$ cat config.mk
export PLATFORM = sky130hd
export DESIGN_NAME = aabx_exec
export DESIGN_NICKNAME = d
export VERILOG_FILES = /design/src/aabx_pkg.sv /design/src/aabx_alu.sv /design/src/aabx_exec.sv
export SDC_FILE = /design/constraint.sdc
export NUM_CORES = 1
export LEC_CHECK = 0
export BUFFER_PORTS_ARGS = -buffer_cell sky130_fd_sc_hd__buf_2
export CAP_MARGIN = 20
export CELL_PAD_IN_SITES_DETAIL_PLACEMENT = 0
export CELL_PAD_IN_SITES_GLOBAL_PLACEMENT = 1
export CORE_UTILIZATION = 40
export CTS_BUF_LIST = sky130_fd_sc_hd__clkbuf_8
export CTS_CLUSTER_DIAMETER = 30
export CTS_CLUSTER_SIZE = 28
export DETAILED_ROUTE_END_ITERATION = 7
export GPL_ROUTABILITY_DRIVEN = 0
export GPL_TIMING_DRIVEN = 0
export MAX_ROUTING_LAYER = met4
export PLACE_DENSITY = 0.79
export RECOVER_POWER = 25
export SETUP_SLACK_MARGIN = 0.02
export SYNTH_ARGS = -nofsm -noshare
export SYNTH_HDL_FRONTEND = slang
export SYNTH_SLANG_ARGS = --single-unit
export TNS_END_PERCENT = 1
$ cat constraint.sdc
create_clock -name i_clk -period 4.14 [get_ports i_clk]
set_input_delay 0 -clock i_clk [delete_from_list [all_inputs] [get_ports i_clk]]
set_output_delay 0 -clock i_clk [all_outputs]
set_load 0.005 [all_outputs]
$ cat src/aabx_pkg.sv
// aabx_pkg: constants, opcodes and quarter states for the add-and-branch executor
// Behaviour
// - literal add: accumulator plus literal into accumulator
// - file add: accumulator plus addressed byte
// - destination bit picks accumulator or file byte
// - bank bit picks access bank or bank pointer
// - carry add: accumulator, carry and file byte
// - literal and: accumulator and literal into accumulator
// - file and: accumulator and file byte, routed
// - and updates only negative and zero flags
// - carry branch taken when carry is one
// - taken target is address plus two plus 2n
// - taken branch two cycles, second is idle
// - quarters: decode, read, process, write
package aabx_pkg;
  // ----------------------------------------------------------------
  // encodings
  // ----------------------------------------------------------------
  localparam logic [7:0] AABX_OP_ADD_LIT = 8'h0f;
  localparam logic [7:0] AABX_OP_AND_LIT = 8'h0b;
  localparam logic [7:0] AABX_OP_BR_CARRY = 8'he2;
  localparam logic [5:0] AABX_OP_ADD_FILE = 6'h09;
  localparam logic [5:0] AABX_OP_ADDC_FILE = 6'h08;
  localparam logic [5:0] AABX_OP_AND_FILE = 6'h05;
  // ----------------------------------------------------------------
  // field positions
  // ----------------------------------------------------------------
  localparam int AABX_DEST_BIT = 9;
  localparam int AABX_BANK_BIT = 8;
  // access bank: low half maps to bank 0, high half to bank 15
  localparam logic [7:0] AABX_ACCESS_SPLIT = 8'h80;
  localparam logic [3:0] AABX_ACCESS_HI_BANK = 4'hf;
  localparam logic [3:0] AABX_ACCESS_LO_BANK = 4'h0;
  // ----------------------------------------------------------------
  // reset values and steps
  // ----------------------------------------------------------------
  localparam logic [7:0] AABX_ACC_RESET = 8'h00;
  localparam logic [20:0] AABX_PC_RESET = 21'h000000;
  localparam logic [20:0] AABX_PC_STEP = 21'h000002;
  // ----------------------------------------------------------------
  // quarter-cycle states
  // ----------------------------------------------------------------
  typedef enum logic [1:0] {AABX_Q1, AABX_Q2, AABX_Q3, AABX_Q4} aabx_quarter_t;
endpackage : aabx_pkg

$ cat src/aabx_alu.sv
// aabx_alu: 8-bit adder and and unit with status flag generation
`timescale 1ns/1ps
module aabx_alu
(
  // operands
  input wire logic [7:0] i_a,
  input wire logic [7:0] i_b,
  input wire logic i_cin,
  input wire logic i_is_and,
  // results
  output logic [7:0] o_res,
  output logic o_carry,
  output logic o_half,
  output logic o_excess,
  output logic o_neg,
  output logic o_zero
);
  logic [8:0] sum;
  logic [4:0] low;
  // sum and nibble carry
  always_comb
  begin
    sum = {1'b0, i_a} + {1'b0, i_b} + {8'h00, i_cin};
    low = {1'b0, i_a[3:0]} + {1'b0, i_b[3:0]} + {4'h0, i_cin};
    o_res = i_is_and ? (i_a & i_b) : sum[7:0];
    o_carry = sum[8];
    o_half = low[4];
    o_excess = (i_a[7] == i_b[7]) && (sum[7] != i_a[7]);
    o_neg = o_res[7];
    o_zero = (o_res == 8'h00);
  end
endmodule : aabx_alu

$ cat src/aabx_exec.sv
// aabx_exec: quarter-cycle decoder and executor for add, and and carry branch
`timescale 1ns/1ps
module aabx_exec
  import aabx_pkg::*;
(
  // clock and reset
  input wire logic i_clk,
  input wire logic i_srst,
  // instruction fetch
  input wire logic [15:0] i_instr,
  // data memory read data and bank pointer
  input wire logic [7:0] i_file_rdata,
  input wire logic [3:0] i_bank_pointer_reg,
  // data memory access
  output logic [11:0] o_file_addr,
  output logic o_file_rd,
  output logic o_file_wr,
  output logic [7:0] o_file_wdata,
  // core state
  output logic [7:0] o_acc,
  output logic [20:0] o_program_counter,
  output logic o_carry_flag,
  output logic o_half_carry_flag,
  output logic o_zero_flag,
  output logic o_signed_excess_flag,
  output logic o_negative_flag,
  // status
  output logic o_quarter_q1,
  output logic o_branch_idle
);
  import aabx_pkg::*;

  // quarter state, held word and staged result
  aabx_quarter_t quarter;
  logic [15:0] ir;
  logic [7:0] operand;
  logic [7:0] res;

  // staged flags from the process quarter
  logic res_c;
  logic res_dc;
  logic res_ov;
  logic res_n;
  logic res_z;

  // decoded operation of the held word
  logic add_literal_op;
  logic and_literal_op;
  logic branch_on_carry_op;
  logic add_to_file_op;
  logic add_carry_to_file_op;
  logic and_file_op;
  logic file_op;
  logic is_and;
  logic is_add;
  logic dest_file;

  // decode of the word on the fetch port
  logic fetch_file_op;
  logic [3:0] fetch_bank;

  // fetch slot, write slot and taken branch
  logic fetch_slot;
  logic write_slot;
  logic branch_taken;

  // arithmetic unit outputs
  logic [7:0] alu_res;
  logic alu_c;
  logic alu_dc;
  logic alu_ov;
  logic alu_n;
  logic alu_z;

  // branch target
  logic [20:0] next_pc_taken;

  // ----------------------------------------------------------------
  // decode of the latched word
  // ----------------------------------------------------------------
  // opcode match on held instruction word
  assign add_literal_op = (ir[15:8] == AABX_OP_ADD_LIT);
  assign and_literal_op = (ir[15:8] == AABX_OP_AND_LIT);
  assign branch_on_carry_op = (ir[15:8] == AABX_OP_BR_CARRY);
  assign add_to_file_op = (ir[15:10] == AABX_OP_ADD_FILE);
  assign add_carry_to_file_op = (ir[15:10] == AABX_OP_ADDC_FILE);
  assign and_file_op = (ir[15:10] == AABX_OP_AND_FILE);
  assign file_op = add_to_file_op | add_carry_to_file_op | and_file_op;
  assign is_and = and_literal_op | and_file_op;
  assign is_add = add_literal_op | add_to_file_op | add_carry_to_file_op;
  assign dest_file = ir[AABX_DEST_BIT];
  // the read address must stand in q2, before the word reaches ir
  assign fetch_file_op = (i_instr[15:10] == AABX_OP_ADD_FILE) ||
    (i_instr[15:10] == AABX_OP_ADDC_FILE) || (i_instr[15:10] == AABX_OP_AND_FILE);
  // bank selection for file operands
  assign fetch_bank = i_instr[AABX_BANK_BIT] ? i_bank_pointer_reg :
    ((i_instr[7:0] >= AABX_ACCESS_SPLIT) ? AABX_ACCESS_HI_BANK : AABX_ACCESS_LO_BANK);
  // a word on the fetch port is taken at this edge, unless refused
  assign fetch_slot = (quarter == AABX_Q1) && !o_branch_idle;
  // results and flags land on the q4 edge of an executed cycle
  assign write_slot = (quarter == AABX_Q4) && !o_branch_idle;
  assign branch_taken = branch_on_carry_op && o_carry_flag;
  // taken target: incremented counter plus twice the signed offset
  assign next_pc_taken = o_program_counter + {{12{ir[7]}}, ir[7:0], 1'b0};

  // ----------------------------------------------------------------
  // arithmetic unit
  // ----------------------------------------------------------------
  aabx_alu u_alu
  (
    .i_a(o_acc),
    .i_b(operand),
    .i_cin(add_carry_to_file_op & o_carry_flag),
    .i_is_and(is_and),
    .o_res(alu_res),
    .o_carry(alu_c),
    .o_half(alu_dc),
    .o_excess(alu_ov),
    .o_neg(alu_n),
    .o_zero(alu_z)
  );

  // ----------------------------------------------------------------
  // quarter sequencer
  // ----------------------------------------------------------------
  // four quarters per instruction cycle
  always_ff @(posedge i_clk)
  begin
    if (i_srst)
      quarter <= AABX_Q1;
    else
      case (quarter)
        AABX_Q1: quarter <= AABX_Q2;
        AABX_Q2: quarter <= AABX_Q3;
        AABX_Q3: quarter <= AABX_Q4;
        AABX_Q4: quarter <= AABX_Q1;
        default: quarter <= AABX_Q1;
      endcase
  end

  // ----------------------------------------------------------------
  // branch idle and quarter marker
  // ----------------------------------------------------------------
  // idle second cycle after a taken branch
  always_ff @(posedge i_clk)
  begin
    if (i_srst)
      o_branch_idle <= 1'b0;
    else if (quarter == AABX_Q4)
      o_branch_idle <= !o_branch_idle && branch_taken;
  end

  // marks the first quarter of each cycle
  always_ff @(posedge i_clk)
  begin
    if (i_srst)
      o_quarter_q1 <= 1'b1;
    else
      o_quarter_q1 <= (quarter == AABX_Q4);
  end

  // ----------------------------------------------------------------
  // decode, read, process, write
  // ----------------------------------------------------------------
  // q1 latches the word
  always_ff @(posedge i_clk)
  begin
    if (i_srst)
      ir <= 16'h0000;
    else if (quarter == AABX_Q1)
      ir <= i_instr;
  end

  // q2 reads the literal or the file byte
  always_ff @(posedge i_clk)
  begin
    if (i_srst)
      operand <= 8'h00;
    else if (quarter == AABX_Q2)
      operand <= file_op ? i_file_rdata : ir[7:0];
  end

  // q3 computes the result
  always_ff @(posedge i_clk)
  begin
    if (i_srst)
      res <= 8'h00;
    else if (quarter == AABX_Q3)
      res <= alu_res;
  end

  // q3 stages the flags beside the result
  always_ff @(posedge i_clk)
  begin
    if (i_srst)
      {res_c, res_dc, res_ov, res_n, res_z} <= 5'h00;
    else if (quarter == AABX_Q3)
      {res_c, res_dc, res_ov, res_n, res_z} <= {alu_c, alu_dc, alu_ov, alu_n, alu_z};
  end

  // ----------------------------------------------------------------
  // data memory port
  // ----------------------------------------------------------------
  // address taken with the word, held for the read and the write
  always_ff @(posedge i_clk)
  begin
    if (i_srst)
      o_file_addr <= 12'h000;
    else if (quarter == AABX_Q1)
      o_file_addr <= {fetch_bank, i_instr[7:0]};
  end

  // read strobe stands through q2, never for a refused word
  always_ff @(posedge i_clk)
  begin
    if (i_srst)
      o_file_rd <= 1'b0;
    else
      o_file_rd <= fetch_slot && fetch_file_op;
  end

  // write strobe stands through q4 when the destination is the file
  always_ff @(posedge i_clk)
  begin
    if (i_srst)
      o_file_wr <= 1'b0;
    else
      o_file_wr <= (quarter == AABX_Q3) && file_op && dest_file && !o_branch_idle;
  end

  // write data launched with the strobe
  always_ff @(posedge i_clk)
  begin
    if (i_srst)
      o_file_wdata <= 8'h00;
    else if (quarter == AABX_Q3)
      o_file_wdata <= alu_res;
  end

  // ----------------------------------------------------------------
  // accumulator
  // ----------------------------------------------------------------
  // accumulator write in the fourth quarter
  always_ff @(posedge i_clk)
  begin
    if (i_srst)
      o_acc <= AABX_ACC_RESET;
    else if (write_slot && (add_literal_op || and_literal_op || (file_op && !dest_file)))
      o_acc <= res;
  end

  // ----------------------------------------------------------------
  // status flags: adds set five, and sets two
  // ----------------------------------------------------------------
  // carry out of the adder, kept by and
  always_ff @(posedge i_clk)
  begin
    if (i_srst)
      o_carry_flag <= 1'b0;
    else if (write_slot && is_add)
      o_carry_flag <= res_c;
  end

  // nibble carry of the adder, kept by and
  always_ff @(posedge i_clk)
  begin
    if (i_srst)
      o_half_carry_flag <= 1'b0;
    else if (write_slot && is_add)
      o_half_carry_flag <= res_dc;
  end

  // signed overflow of the adder, kept by and
  always_ff @(posedge i_clk)
  begin
    if (i_srst)
      o_signed_excess_flag <= 1'b0;
    else if (write_slot && is_add)
      o_signed_excess_flag <= res_ov;
  end

  // negative from bit 7 of any add or and result
  always_ff @(posedge i_clk)
  begin
    if (i_srst)
      o_negative_flag <= 1'b0;
    else if (write_slot && (is_add || is_and))
      o_negative_flag <= res_n;
  end

  // zero from any add or and result
  always_ff @(posedge i_clk)
  begin
    if (i_srst)
      o_zero_flag <= 1'b0;
    else if (write_slot && (is_add || is_and))
      o_zero_flag <= res_z;
  end

  // ----------------------------------------------------------------
  // program counter
  // ----------------------------------------------------------------
  // step per word, branch target on taken carry branch
  always_ff @(posedge i_clk)
  begin
    if (i_srst)
      o_program_counter <= AABX_PC_RESET;
    else if (fetch_slot)
      o_program_counter <= o_program_counter + AABX_PC_STEP;
    else if (write_slot && branch_taken)
      o_program_counter <= next_pc_taken;
  end
endmodule : aabx_exec

==> summary.md, run 1 <==
| Metric | Value |
|---|---|
| Status | `finished, final reports clean` |
| Drt drc | `0` |
| Starting Density | `0.412` |
| Cell chain of the critical path | `inv_1 -> ha_1 -> clkbuf_1 -> nand2b_1 -> clkbuf_1 -> nand2_1 -> inv_1 -> ha_1 -> and3_1 -> nand4_1 -> a31o_2 -> nand3_1 -> a311oi_1 -> xnor2_1 -> a22o_1` |
| RSZ-0062 raised after global routing | `false` |
| Synth Flop Type | `dfxtp_1` |
| Fin crit share | `0.912` |
| Synthesis-to-layout area growth | `22.1%` |
| CTS Sinks | `79` |
| Crit start category | `register` |
| Rel. slew slack | `0.457` |
| Site Rows | `38` |
| N_diodes | `0` |
| Initial DRC count | `156` |
| Post-synth cell types | `53` |
| Peak VDD IR | `0.324 mV` |
| Worst-path clk slew | `0.08 ns` |
| Skew-Pair Late Insertion Delay | `0.37 ns` |
| Fill count | `1073` |
| Hold Worst Slack | `0.0109 ns` |
| Nets | `703` |
| CP arrival | `4.04 ns` |
| Post-route ant nets | `0` |
| Vias in the first global route | `3867` |
| Core Area | `0.0109 mm^2` |
| Reg-to-Reg Start | `quarter[0]` |
| Clock skew after layout | `0.0127 ns` |
| CTS tree | `yes` |
| Via count | `4074` |
| Total GRT Usage | `0.225` |
| Largest net degree at the start of global routing | `13` |
| Post-synth top cells | `dfxtp_1, nor2_1, mux2i_1` |
| Synth Warn # | `0` |
| Post-synth EDFFs | `0` |
| Synth top area share | `0.353` |
| Setup crit end kind | `register` |
| Ports | `88` |
| Achievable Freq | `265 MHz` |
| Count of final setup violators | `0` |
| Post-synthesis register bit count | `79` |
| Cell accounting for the most synthesized area | `dfxtp_1` |
| Final hold vios | `0` |
| Slowest cell on crit path | `clkbuf_1` |
| CTS max path bufs | `2` |
| Fraction of layout cells with a size suffix above 1 | `0.154` |
| Sequential share of the synthesized area | `0.353` |
| Number of buffers created by CTS | `9` |
| Final max-slew violation count | `0` |
| Data required, critical path | `4.40 ns` |
| Initial antenna violation count | `0` |
| Pwr dens | `468 mW/mm^2` |
| CP Launch Point | `quarter[0]` |
| Root Driver | `clkbuf_8` |
| Hold WC Path Type | `primary input to register` |
| Die Y | `108 um` |
| Mean Syn Cell Area | `8.69 um^2` |
| Fin crit period | `3.78 ns` |
| LEAKAGE | `2.54 nW` |
| Synth async-reset ratio | `0` |
| Synth top area cells | `dfxtp_1, mux2i_1, ha_1` |
| Crit Path Class | `register to register` |
| Remaining global-route overflow | `0` |
| Reg2Reg Depth | `15` |
| CP endpoint | `o_program_counter[16]` |
| Syn Inst Count | `516` |
| DR vias/cell | `5.21` |
| Max stage delay on crit path | `0.40 ns` |
| R2R Path End | `o_program_counter[16]` |
| First-pass GRT wire length | `19400 um` |
| Count of input and output buffers | `86` |
| Slew at the pin with the worst max-slew slack | `0.814 ns` |
| Final WL | `12100 um` |
| H-tree levels | `3` |
| Setup TNS | `0 ns` |
| Net Count, Synth | `581` |
| Die area | `0.0116 mm^2` |
| HPWL Detailed | `9060 um` |
| Reg2Reg Setup Slack | `0.36 ns` |
| TritonRoute pass-1 iters | `5` |
| Most instantiated library cell after synthesis | `dfxtp_1` |
| Max FO, Critical Path | `12` |
| Die width | `108 um` |
| DR WL/cell | `15.5 um` |
| Synth Cell Area | `0.00448 mm^2` |
| Max_cap viols | `0` |
-- final cells by class --
type,instances,area (um^2),share of cell area
inverters,10,37.5,0.00686
multi-input cells,394,2680,0.490
well taps,140,175,0.0320
clock buffers,10,138,0.0252
repair buffers,111,657,0.120
flip-flops and latches,79,1580,0.289
clock inverters,5,20.0,0.00366
plain buffers,33,180,0.0329
-- routing by layer --
layer  up-vias  wire length, um  share of wire  track usage
met2        86             5800           0.48        0.373
met1      1901             5710           0.47        0.278
li1       2075                -              -            -
met5         -                0              0            -
met4         0              133          0.011       0.0773
met3        12              491          0.040       0.0333
-- sequential cells by signal, summed over array words and instances, names as in the netlist, 2 cells and up --
name               count
o_program_counter     20
operand                8
quarter                2
ir                    16
o_acc                  8
o_file_wdata           7
o_file_addr            4
-- through the flow --
stage	std cells	setup WS, ns	total power, mW	utilization	cell area (um^2)
after detailed placement	742	0.238	2.07	0.467	5090
final	782	0.363	2.56	0.503	5470
after CTS	782	0.256	2.59	0.505	5500
after global placement	742	0.317	2.05	0.467	5090
after floorplan	516	1.01	1.75	-	4480
after global routing	782	0.0381	2.74	0.503	5470
-- where the power goes --
group          internal, mW  switching, mW  total (mW)
sequential            0.903          0.127        1.03
clock                 0.222          0.277       0.498
combinational         0.460          0.571        1.03
-- critical path, delay by kind of cell (launching register included) --
| family | cells | cell delay (ns) |
|---|---|---|
| buffers and inverters | 4 | 1.05 |
| and+or+nand+nor | 5 | 0.82 |
| AOI/OAI and AO/OA | 3 | 0.72 |
| adders and majority gates | 2 | 0.60 |
| DFF | 1 | 0.36 |
| xor gates and xnor gates | 1 | 0.12 |
-- how the worst min path moves through the flow --
stage,startpoint,to,cells after the start,slack [ns]
2_1_floorplan,i_instr[0],ir[0],2,0.15
3_3_place_gp,i_instr[2],ir[2],3,0.24
3_5_place_dp,i_instr[0],ir[0],3,0.24
4_1_cts,i_file_rdata[7],operand[7],3,0.005
5_1_grt,i_file_rdata[1],operand[1],3,0.04
6_report,i_srst,o_file_rd,3,0.01
-- cell usage in the layout (no fill, tap or decap), drive strengths merged, types with 4 or more instances in the layout --
cell type	n
inv	14
nor3	12
nand2b	8
nor2	78
nand2	33
a21oi	38
a211oi	23
dlygate4sd3	25
xor2	6
o21bai	4
and2	8
a21o	7
nor2b	8
xnor2	15
nand4	4
mux2i	42
a31oi	6
clkbuf	41
dfxtp	79
o21a	4
nor4	5
ha	32
buf	88
nand3	5
o21ai	15
a22o	6
-- repair_timing --
action,CTS,global route
hold endpoints to repair,26,0
hold buffers,25,0
resized for setup,0,1
setup buffers,0,0
setup endpoints to repair,0,3
-- kinds of logic after synthesis --
group,Yosys count,synth area share
AND/OR/NAND/NOR,177,0.187
XOR/XNOR,21,0.0410
adder cells (fa/ha/maj),35,0.103
buffers and inverters,43,0.0486
flip-flops,79,0.353
AO/OA/AOI/OAI,117,0.171
other,1,0.000837
multiplexers,43,0.0963
Power figures use the tool's default switching activity.
==> inputs of run 2 (changes only) <==
--- a/config.mk
+++ b/config.mk
@@ -17,7 +17,7 @@
 export GPL_ROUTABILITY_DRIVEN = 0
 export GPL_TIMING_DRIVEN = 0
 export MAX_ROUTING_LAYER = met4
-export PLACE_DENSITY = 0.79
+export PLACE_DENSITY = 0.81
 export RECOVER_POWER = 25
 export SETUP_SLACK_MARGIN = 0.02
 export SYNTH_ARGS = -nofsm -noshare
==> run 2 against run 1 <==
- the flow now finishes with violations (hold timing)
- clock skew is 0.0047 ns lower
- cell count shrank 0.13%
- worst setup slack improved by 0.046 ns
- maximum frequency increased by 1.2%
- critical path depth shrank 2
- sequential share of layout area is 0.37 points lower
- die area stayed put
- register-to-register slack improved by 0.05 ns
- non-clock buffer count down 2
- largest power group unchanged
==> summary.md, run 2 (synthesis results as in run 1) <==
| Metric | Value |
|---|---|
| Status | `finished with violations` |
| Failing checks | `hold timing` |
| Final hold vios | `1 (+1)` |
| Data required, critical path | `4.43 ns (+0.03 ns)` |
| Fin cells | `781 (-0.13%)` |
| Worst-path clk slew | `0.09 ns (about the same)` |
| Sw frac | `0.363 (-0.0178)` |
| TritonRoute pass-1 iters | `4 (-1)` |
| Site Rows | `38 (unchanged)` |
| Hold Crit Start | `i_srst` |
| Top Registers | `o_program_counter (20), ir (16)` |
| DR WL/cell | `15.6 um (+0.28%)` |
| Largest net degree at the start of global routing | `15 (+2)` |
| Vias in the first global route | `4025 (+4.1%)` |
| Most frequent cells in the layout | `dfxtp_1, nor2_1, buf_2` |
| Hold WC Path Type | `primary input to register` |
| # Post-CTS Setup Buffers | `0 (unchanged)` |
| Max_cap viols | `0 (unchanged)` |
| Initial antenna violation count | `0 (unchanged)` |
| Final Instance Area | `0.00554 mm^2 (+1.3%)` |
| Total GRT Usage | `0.227 (+0.00254)` |
| Setup crit end kind | `register` |
| Total power | `2.77 mW (+8.4%)` |
| Placed cell count | `742 (unchanged)` |
| First-pass GRT wire length | `19700 um (+1.9%)` |
| Hold Worst Slack | `-0.00981 ns (-0.0207 ns)` |
| DR vias/cell | `5.31 (+1.9%)` |
| CP Launch Point | `ir[15]` |
| Fraction of layout cells with a size suffix above 1 | `0.168 (+0.0143)` |
| Ports | `88 (unchanged)` |
| RSZ-0062 raised after global routing | `false` |
| Number of buffers created by CTS | `9 (unchanged)` |
| Count of final setup violators | `0 (unchanged)` |
| Slew at the pin with the worst max-slew slack | `0.719 ns (-0.0950 ns)` |
| Starting Density | `0.412 (unchanged)` |
| CTS max path bufs | `2 (unchanged)` |
| Reg-to-Reg Start | `ir[15]` |
| Internal | `1.77 mW (+12%)` |
| Root Driver | `clkbuf_8` |
| Nets | `701 (-0.28%)` |
| Fin crit share | `0.901 (-0.0110)` |
| Pwr dens | `501 mW/mm^2 (+7.0%)` |
| CTS tree | `yes` |
| Final max-slew violation count | `0 (unchanged)` |
| Commonest non-fill, non-tap cell in the layout | `dfxtp_1` |
| Clock skew after layout | `0.00805 ns (-0.00469 ns)` |
| H-tree levels | `3 (unchanged)` |
| Count of input and output buffers | `86 (unchanged)` |
| HPWL Detailed | `9060 um (about the same)` |
| Synthesis-to-layout area growth | `23.7%` |
| Core Area | `0.0109 mm^2 (unchanged)` |
| P_sw | `1.01 mW (+3.4%)` |
| Setup TNS | `0 ns (unchanged)` |
| Placed Area | `0.00509 mm^2 (unchanged)` |
| Clock Power Share | `0.257 (+0.062)` |
| Die area | `0.0116 mm^2 (unchanged)` |
| Final WL | `12200 um (+0.15%)` |
| Remaining global-route overflow | `0 (unchanged)` |
| Max reg flops | `20 (unchanged)` |
| Crit Path Class | `register to register` |
| N_diodes | `0 (unchanged)` |
| Crit start category | `register` |
| Rel. slew slack | `0.520 (+0.0634)` |
| Drt drc | `0 (unchanged)` |
| Initial DRC count | `203 (+30%)` |
| LEAKAGE | `2.57 nW (+1.2%)` |
| CP arrival | `4.02 ns (-0.02 ns)` |
| Seq pwr share | `0.371 (-0.032)` |
| Peak VDD IR | `0.215 mV (-34%)` |
| Placement Setup Slack | `0.288 ns (+0.0498 ns)` |
| Fin crit period | `3.73 ns (-0.0456 ns)` |
| Via count | `4147 (+1.8%)` |
| Die Y | `108 um (unchanged)` |
| Combinational share of power | `0.372 (-0.031)` |
| Max FO, Critical Path | `5 (-7)` |
| Largest reg by FF count | `o_program_counter` |
| Skew-Pair Late Insertion Delay | `0.37 ns (about the same)` |
| Die width | `108 um (unchanged)` |
| Post-route ant nets | `0 (unchanged)` |
| Achievable Freq | `268 MHz (+1.2%)` |
| Post-route setup slack | `0.409 ns (+0.0456 ns)` |
| CTS Sinks | `79 (unchanged)` |
-- run 2: cell types whose count changed in the layout (fill, tap and decap cells not counted) --
| cell | change |
|---|---|
| clkbuf_1 | -4 |
| clkbuf_8 | -1 |
| inv_6 | +1 |
| buf_2 | +4 |
| inv_1 | -4 |
| bufinv_16 | +3 |
| clkinvlp_4 | +1 |
| clkinv_4 | +1 |
| dlygate4sd3_1 | -2 |
-- run 2: path summary, 6_finish.rpt --
kind | cells past startpoint | slack, ns | to
worst min-delay path | 3 | -0.01 | o_file_rd
worst min register to register | 2 | 0.48 | res_ov
worst max-delay path | 13 | 0.41 | res_z
worst max register to register | 13 | 0.41 | res_z
-- run 2: cell type report --
class	instances	area, um^2
Buffer	33	180
Clock inverter	7	120
Inverter	10	37.5
Multi-Input combinational cell	394	2680
Tap cell	140	175
Sequential cell	79	1580
Fill cell	1058	5350
Clock buffer	9	124
Timing Repair Buffer	109	642
-- run 2: layer usage --
metal | GRT usage | up-vias | wire length [um]
met5 | - | - | 0
met4 | 0.0705 | 0 | 157
met3 | 0.0375 | 15 | 564
met2 | 0.373 | 124 | 5750
met1 | 0.286 | 1930 | 5690
li1 | - | 2078 | -
-- run 2: timing repair --
action | CTS | global route
resized for setup | 0 | 1
hold endpoints to repair | 23 | 0
endpoints found under the setup margin | 0 | 1
hold buffers | 23 | 0
-- run 2: per-stage QoR --
step | utilization | hold WS (ns)
floorplan | - | 0.148
global placement | 0.467 | 0.235
detailed placement | 0.467 | 0.243
CTS | 0.511 | 0.00421
global route | 0.509 | 0.0116
finish | 0.509 | -0.00981
-- run 2: critical path, cell delays in order, from the launching register on --
cell and delay (ns):
dfxtp_1 0.37, nor3_1 0.25, nand2b_1 0.10, nor3b_1 0.48, fa_1 0.31, inv_1 0.06
fa_1 0.40, nand2b_1 0.16, a21oi_1 0.26, xor2_1 0.17, nor4_1 0.32, a21oi_1 0.13
or4_1 0.45, o21ai_0 0.19
-- run 2: power by group through the flow --
stage	combinational (mW)	sequential (mW)	clock (mW)
5_1_grt	1.16	1.05	0.763
6_report	1.03	1.03	0.713
2_1_floorplan	0.733	1.02	0
3_5_place_dp	1.02	1.05	0
3_3_place_gp	0.995	1.04	0
4_1_cts	1.04	1.03	0.722
==> inputs of run 3 (changes only) <==
--- a/config.mk
+++ b/config.mk
@@ -16,6 +16,7 @@
 export DETAILED_ROUTE_END_ITERATION = 7
 export GPL_ROUTABILITY_DRIVEN = 0
 export GPL_TIMING_DRIVEN = 0
+export HOLD_SLACK_MARGIN = 0.12
 export MAX_ROUTING_LAYER = met4
 export PLACE_DENSITY = 0.81
 export RECOVER_POWER = 25
==> run 3 against run 2 <==
- the flow now finishes without violations
- maximum frequency fell by 0.37%
- clock power hardly changed
- worst setup slack worse by 0.014 ns
- sequential share of layout area decreased by 0.40 points
- clock skew grew 0.00090 ns
- routed wire length increased by 1.4%
- highest routed layer unchanged
- combinational power barely moved
==> summary.md, run 3 (synthesis results as in run 1) <==
| Metric | Value |
|---|---|
| Initial antenna violation count | `0 (unchanged)` |
| Max_cap viols | `0 (unchanged)` |
| Core Area | `0.0109 mm^2 (unchanged)` |
| Commonest non-fill, non-tap cell in the layout | `dfxtp_1` |
| Initial DRC count | `182 (-10%)` |
| Fin crit period | `3.75 ns (+0.0140 ns)` |
| Nets | `709 (+1.1%)` |
| First-pass GRT wire length | `20000 um (+1.2%)` |
| Largest reg by FF count | `o_program_counter` |
| Fin cells | `789 (+1.0%)` |
| N_diodes | `0 (unchanged)` |
| Count of input and output buffers | `86 (unchanged)` |
| Crit Path Class | `register to register` |
| Fin crit share | `0.905 (+0.00338)` |
| Final hold vios | `0 (-1)` |
| Pwr dens | `494 mW/mm^2 (-1.2%)` |
| Max FO, Critical Path | `10 (+5)` |
| Total GRT Usage | `0.230 (+0.00305)` |
| Max reg flops | `20 (unchanged)` |
| CTS Sinks | `79 (unchanged)` |
| Remaining global-route overflow | `0 (unchanged)` |
| Final WL | `12300 um (+1.4%)` |
| Clock skew after layout | `0.00895 ns (+0.000900 ns)` |
| CTS max path bufs | `2 (unchanged)` |
| Final max-slew violation count | `0 (unchanged)` |
| Met2 Usage GRT | `0.379 (+0.00641)` |
| Slowest cell on crit path | `clkbuf_1` |
| Count of final setup violators | `0 (unchanged)` |
| Largest net degree at the start of global routing | `15 (unchanged)` |
| Setup TNS | `0 ns (unchanged)` |
| Data required, critical path | `4.40 ns (-0.03 ns)` |
| Achievable Freq | `267 MHz (-0.37%)` |
| Top Registers | `o_program_counter (20), ir (16)` |
| Synthesis-to-layout area growth | `25.4%` |
| TritonRoute pass-1 iters | `4 (unchanged)` |
| H-tree levels | `3 (unchanged)` |
| Hold WC Path Type | `primary input to register` |
| Crit start category | `register` |
| Die Y | `108 um (unchanged)` |
| Via count | `4166 (+0.46%)` |
| M3 GR Usage | `0.0375 (unchanged)` |
| Slew at the pin with the worst max-slew slack | `0.735 ns (+0.0155 ns)` |
| Placed Area | `0.00509 mm^2 (unchanged)` |
| Drt drc | `0 (unchanged)` |
| LEAKAGE | `2.60 nW (+1.3%)` |
| Skew-Pair Late Insertion Delay | `0.37 ns (about the same)` |
| CTS tree | `yes` |
| Starting Density | `0.412 (unchanged)` |
| DR WL/cell | `15.6 um (+0.40%)` |
| Status | `finished, final reports clean` |
| Number of buffers created by CTS | `9 (unchanged)` |
| Max stage delay on crit path | `0.43 ns (-0.05 ns)` |
| Met1 usage | `0.289 (+0.00336)` |
| DR vias/cell | `5.28 (-0.56%)` |
| RSZ-0062 raised after global routing | `false` |
| Rel. slew slack | `0.510 (-0.0103)` |
| Die width | `108 um (unchanged)` |
| Vias in the first global route | `4069 (+1.1%)` |
| Die area | `0.0116 mm^2 (unchanged)` |
| Ports | `88 (unchanged)` |
| Fraction of layout cells with a size suffix above 1 | `0.165 (-0.00362)` |
| Most frequent cells in the layout | `dfxtp_1, nor2_1, buf_2` |
| # Post-CTS Setup Buffers | `0 (unchanged)` |
| Peak VDD IR | `0.214 mV (-0.38%)` |
| Site Rows | `38 (unchanged)` |
| Cell chain of the critical path | `inv_1 -> ha_1 -> clkbuf_1 -> nand2b_1 -> clkbuf_1 -> nand2b_1 -> ha_1 -> fa_1 -> a211oi_1 -> o21bai_1 -> a21oi_1 -> o21ai_1 -> a21oi_1 -> nor4_1 -> a311o_1` |
| Worst-path clk slew | `0.09 ns (about the same)` |
| CP arrival | `4.01 ns (about the same)` |
| Setup crit end kind | `register` |
| Fin util | `0.516 (+0.00724)` |
| Final Instance Area | `0.00562 mm^2 (+1.4%)` |
| GRT Max-Usage Layer | `met2` |
| HPWL Detailed | `9060 um (unchanged)` |
| Placed cell count | `742 (unchanged)` |
| Post-route ant nets | `0 (unchanged)` |
| Root Driver | `clkbuf_8` |
-- run 3: cell count changes in the layout (fill, tap and decap cells not counted) --
cell / change
buf_2: -1
dlygate4sd3_1: +8
clkbuf_1: +1
-- run 3: worst paths after layout --
check | startpoint | endpoint | slack (ns) | cells after the start
setup / recovery | quarter[1] | o_program_counter[19] | 0.39 | 15
hold / removal | i_instr[2] | ir[2] | 0.40 | 4
setup reg to reg | quarter[1] | o_program_counter[19] | 0.39 | 15
hold reg to reg | res_ov | res_ov | 0.48 | 2
-- run 3: worst max-delay path: cells and delay by family, from the launching register on --
kind	cells	cell delay, ns
compound gates	6	1.39
flops	1	0.37
fa+ha+maj	3	0.84
simple gates	3	0.33
buf+inv	3	0.70
-- run 3: routing by layer --
layer  wire length [um]  up-vias  part of all wire
met5                  0        -                 0
met3                627       14             0.051
met4                178        0             0.014
met2               5880      110              0.48
li1                   -     2092                 -
met1               5650     1950              0.46
-- run 3: layout make-up --
class,count,area (um^2)
fill,1053,5270
buffer,33,180
clock inverter,7,120
sequential,79,1580
timing repair buffer,117,721
clock buffer,9,124
tap,140,175
inverter,10,37.5
multi-input combinational,394,2680
-- run 3: what timing repair did --
action                                  4_1_cts  5_1_grt
hold buffers                                 31        0
gates resized for setup                       0        1
hold endpoints to repair                     30        0
endpoints found under the setup margin        0        2
-- run 3: per-stage QoR --
stage,worst slack [ns],power [mW],hold WS (ns)
2_1_floorplan,1.01,1.75,0.148
3_3_place_gp,0.372,2.04,0.235
3_5_place_dp,0.288,2.07,0.243
4_1_cts,0.292,2.80,0.392
5_1_grt,0.0584,2.98,0.436
6_report,0.395,2.78,0.402
-- run 3: power breakdown --
part | leakage [nW] | switching [mW] | internal [mW]
clock | 0.120 | 0.309 | 0.402
sequential | 0.646 | 0.127 | 0.902
combinational | 1.83 | 0.573 | 0.466
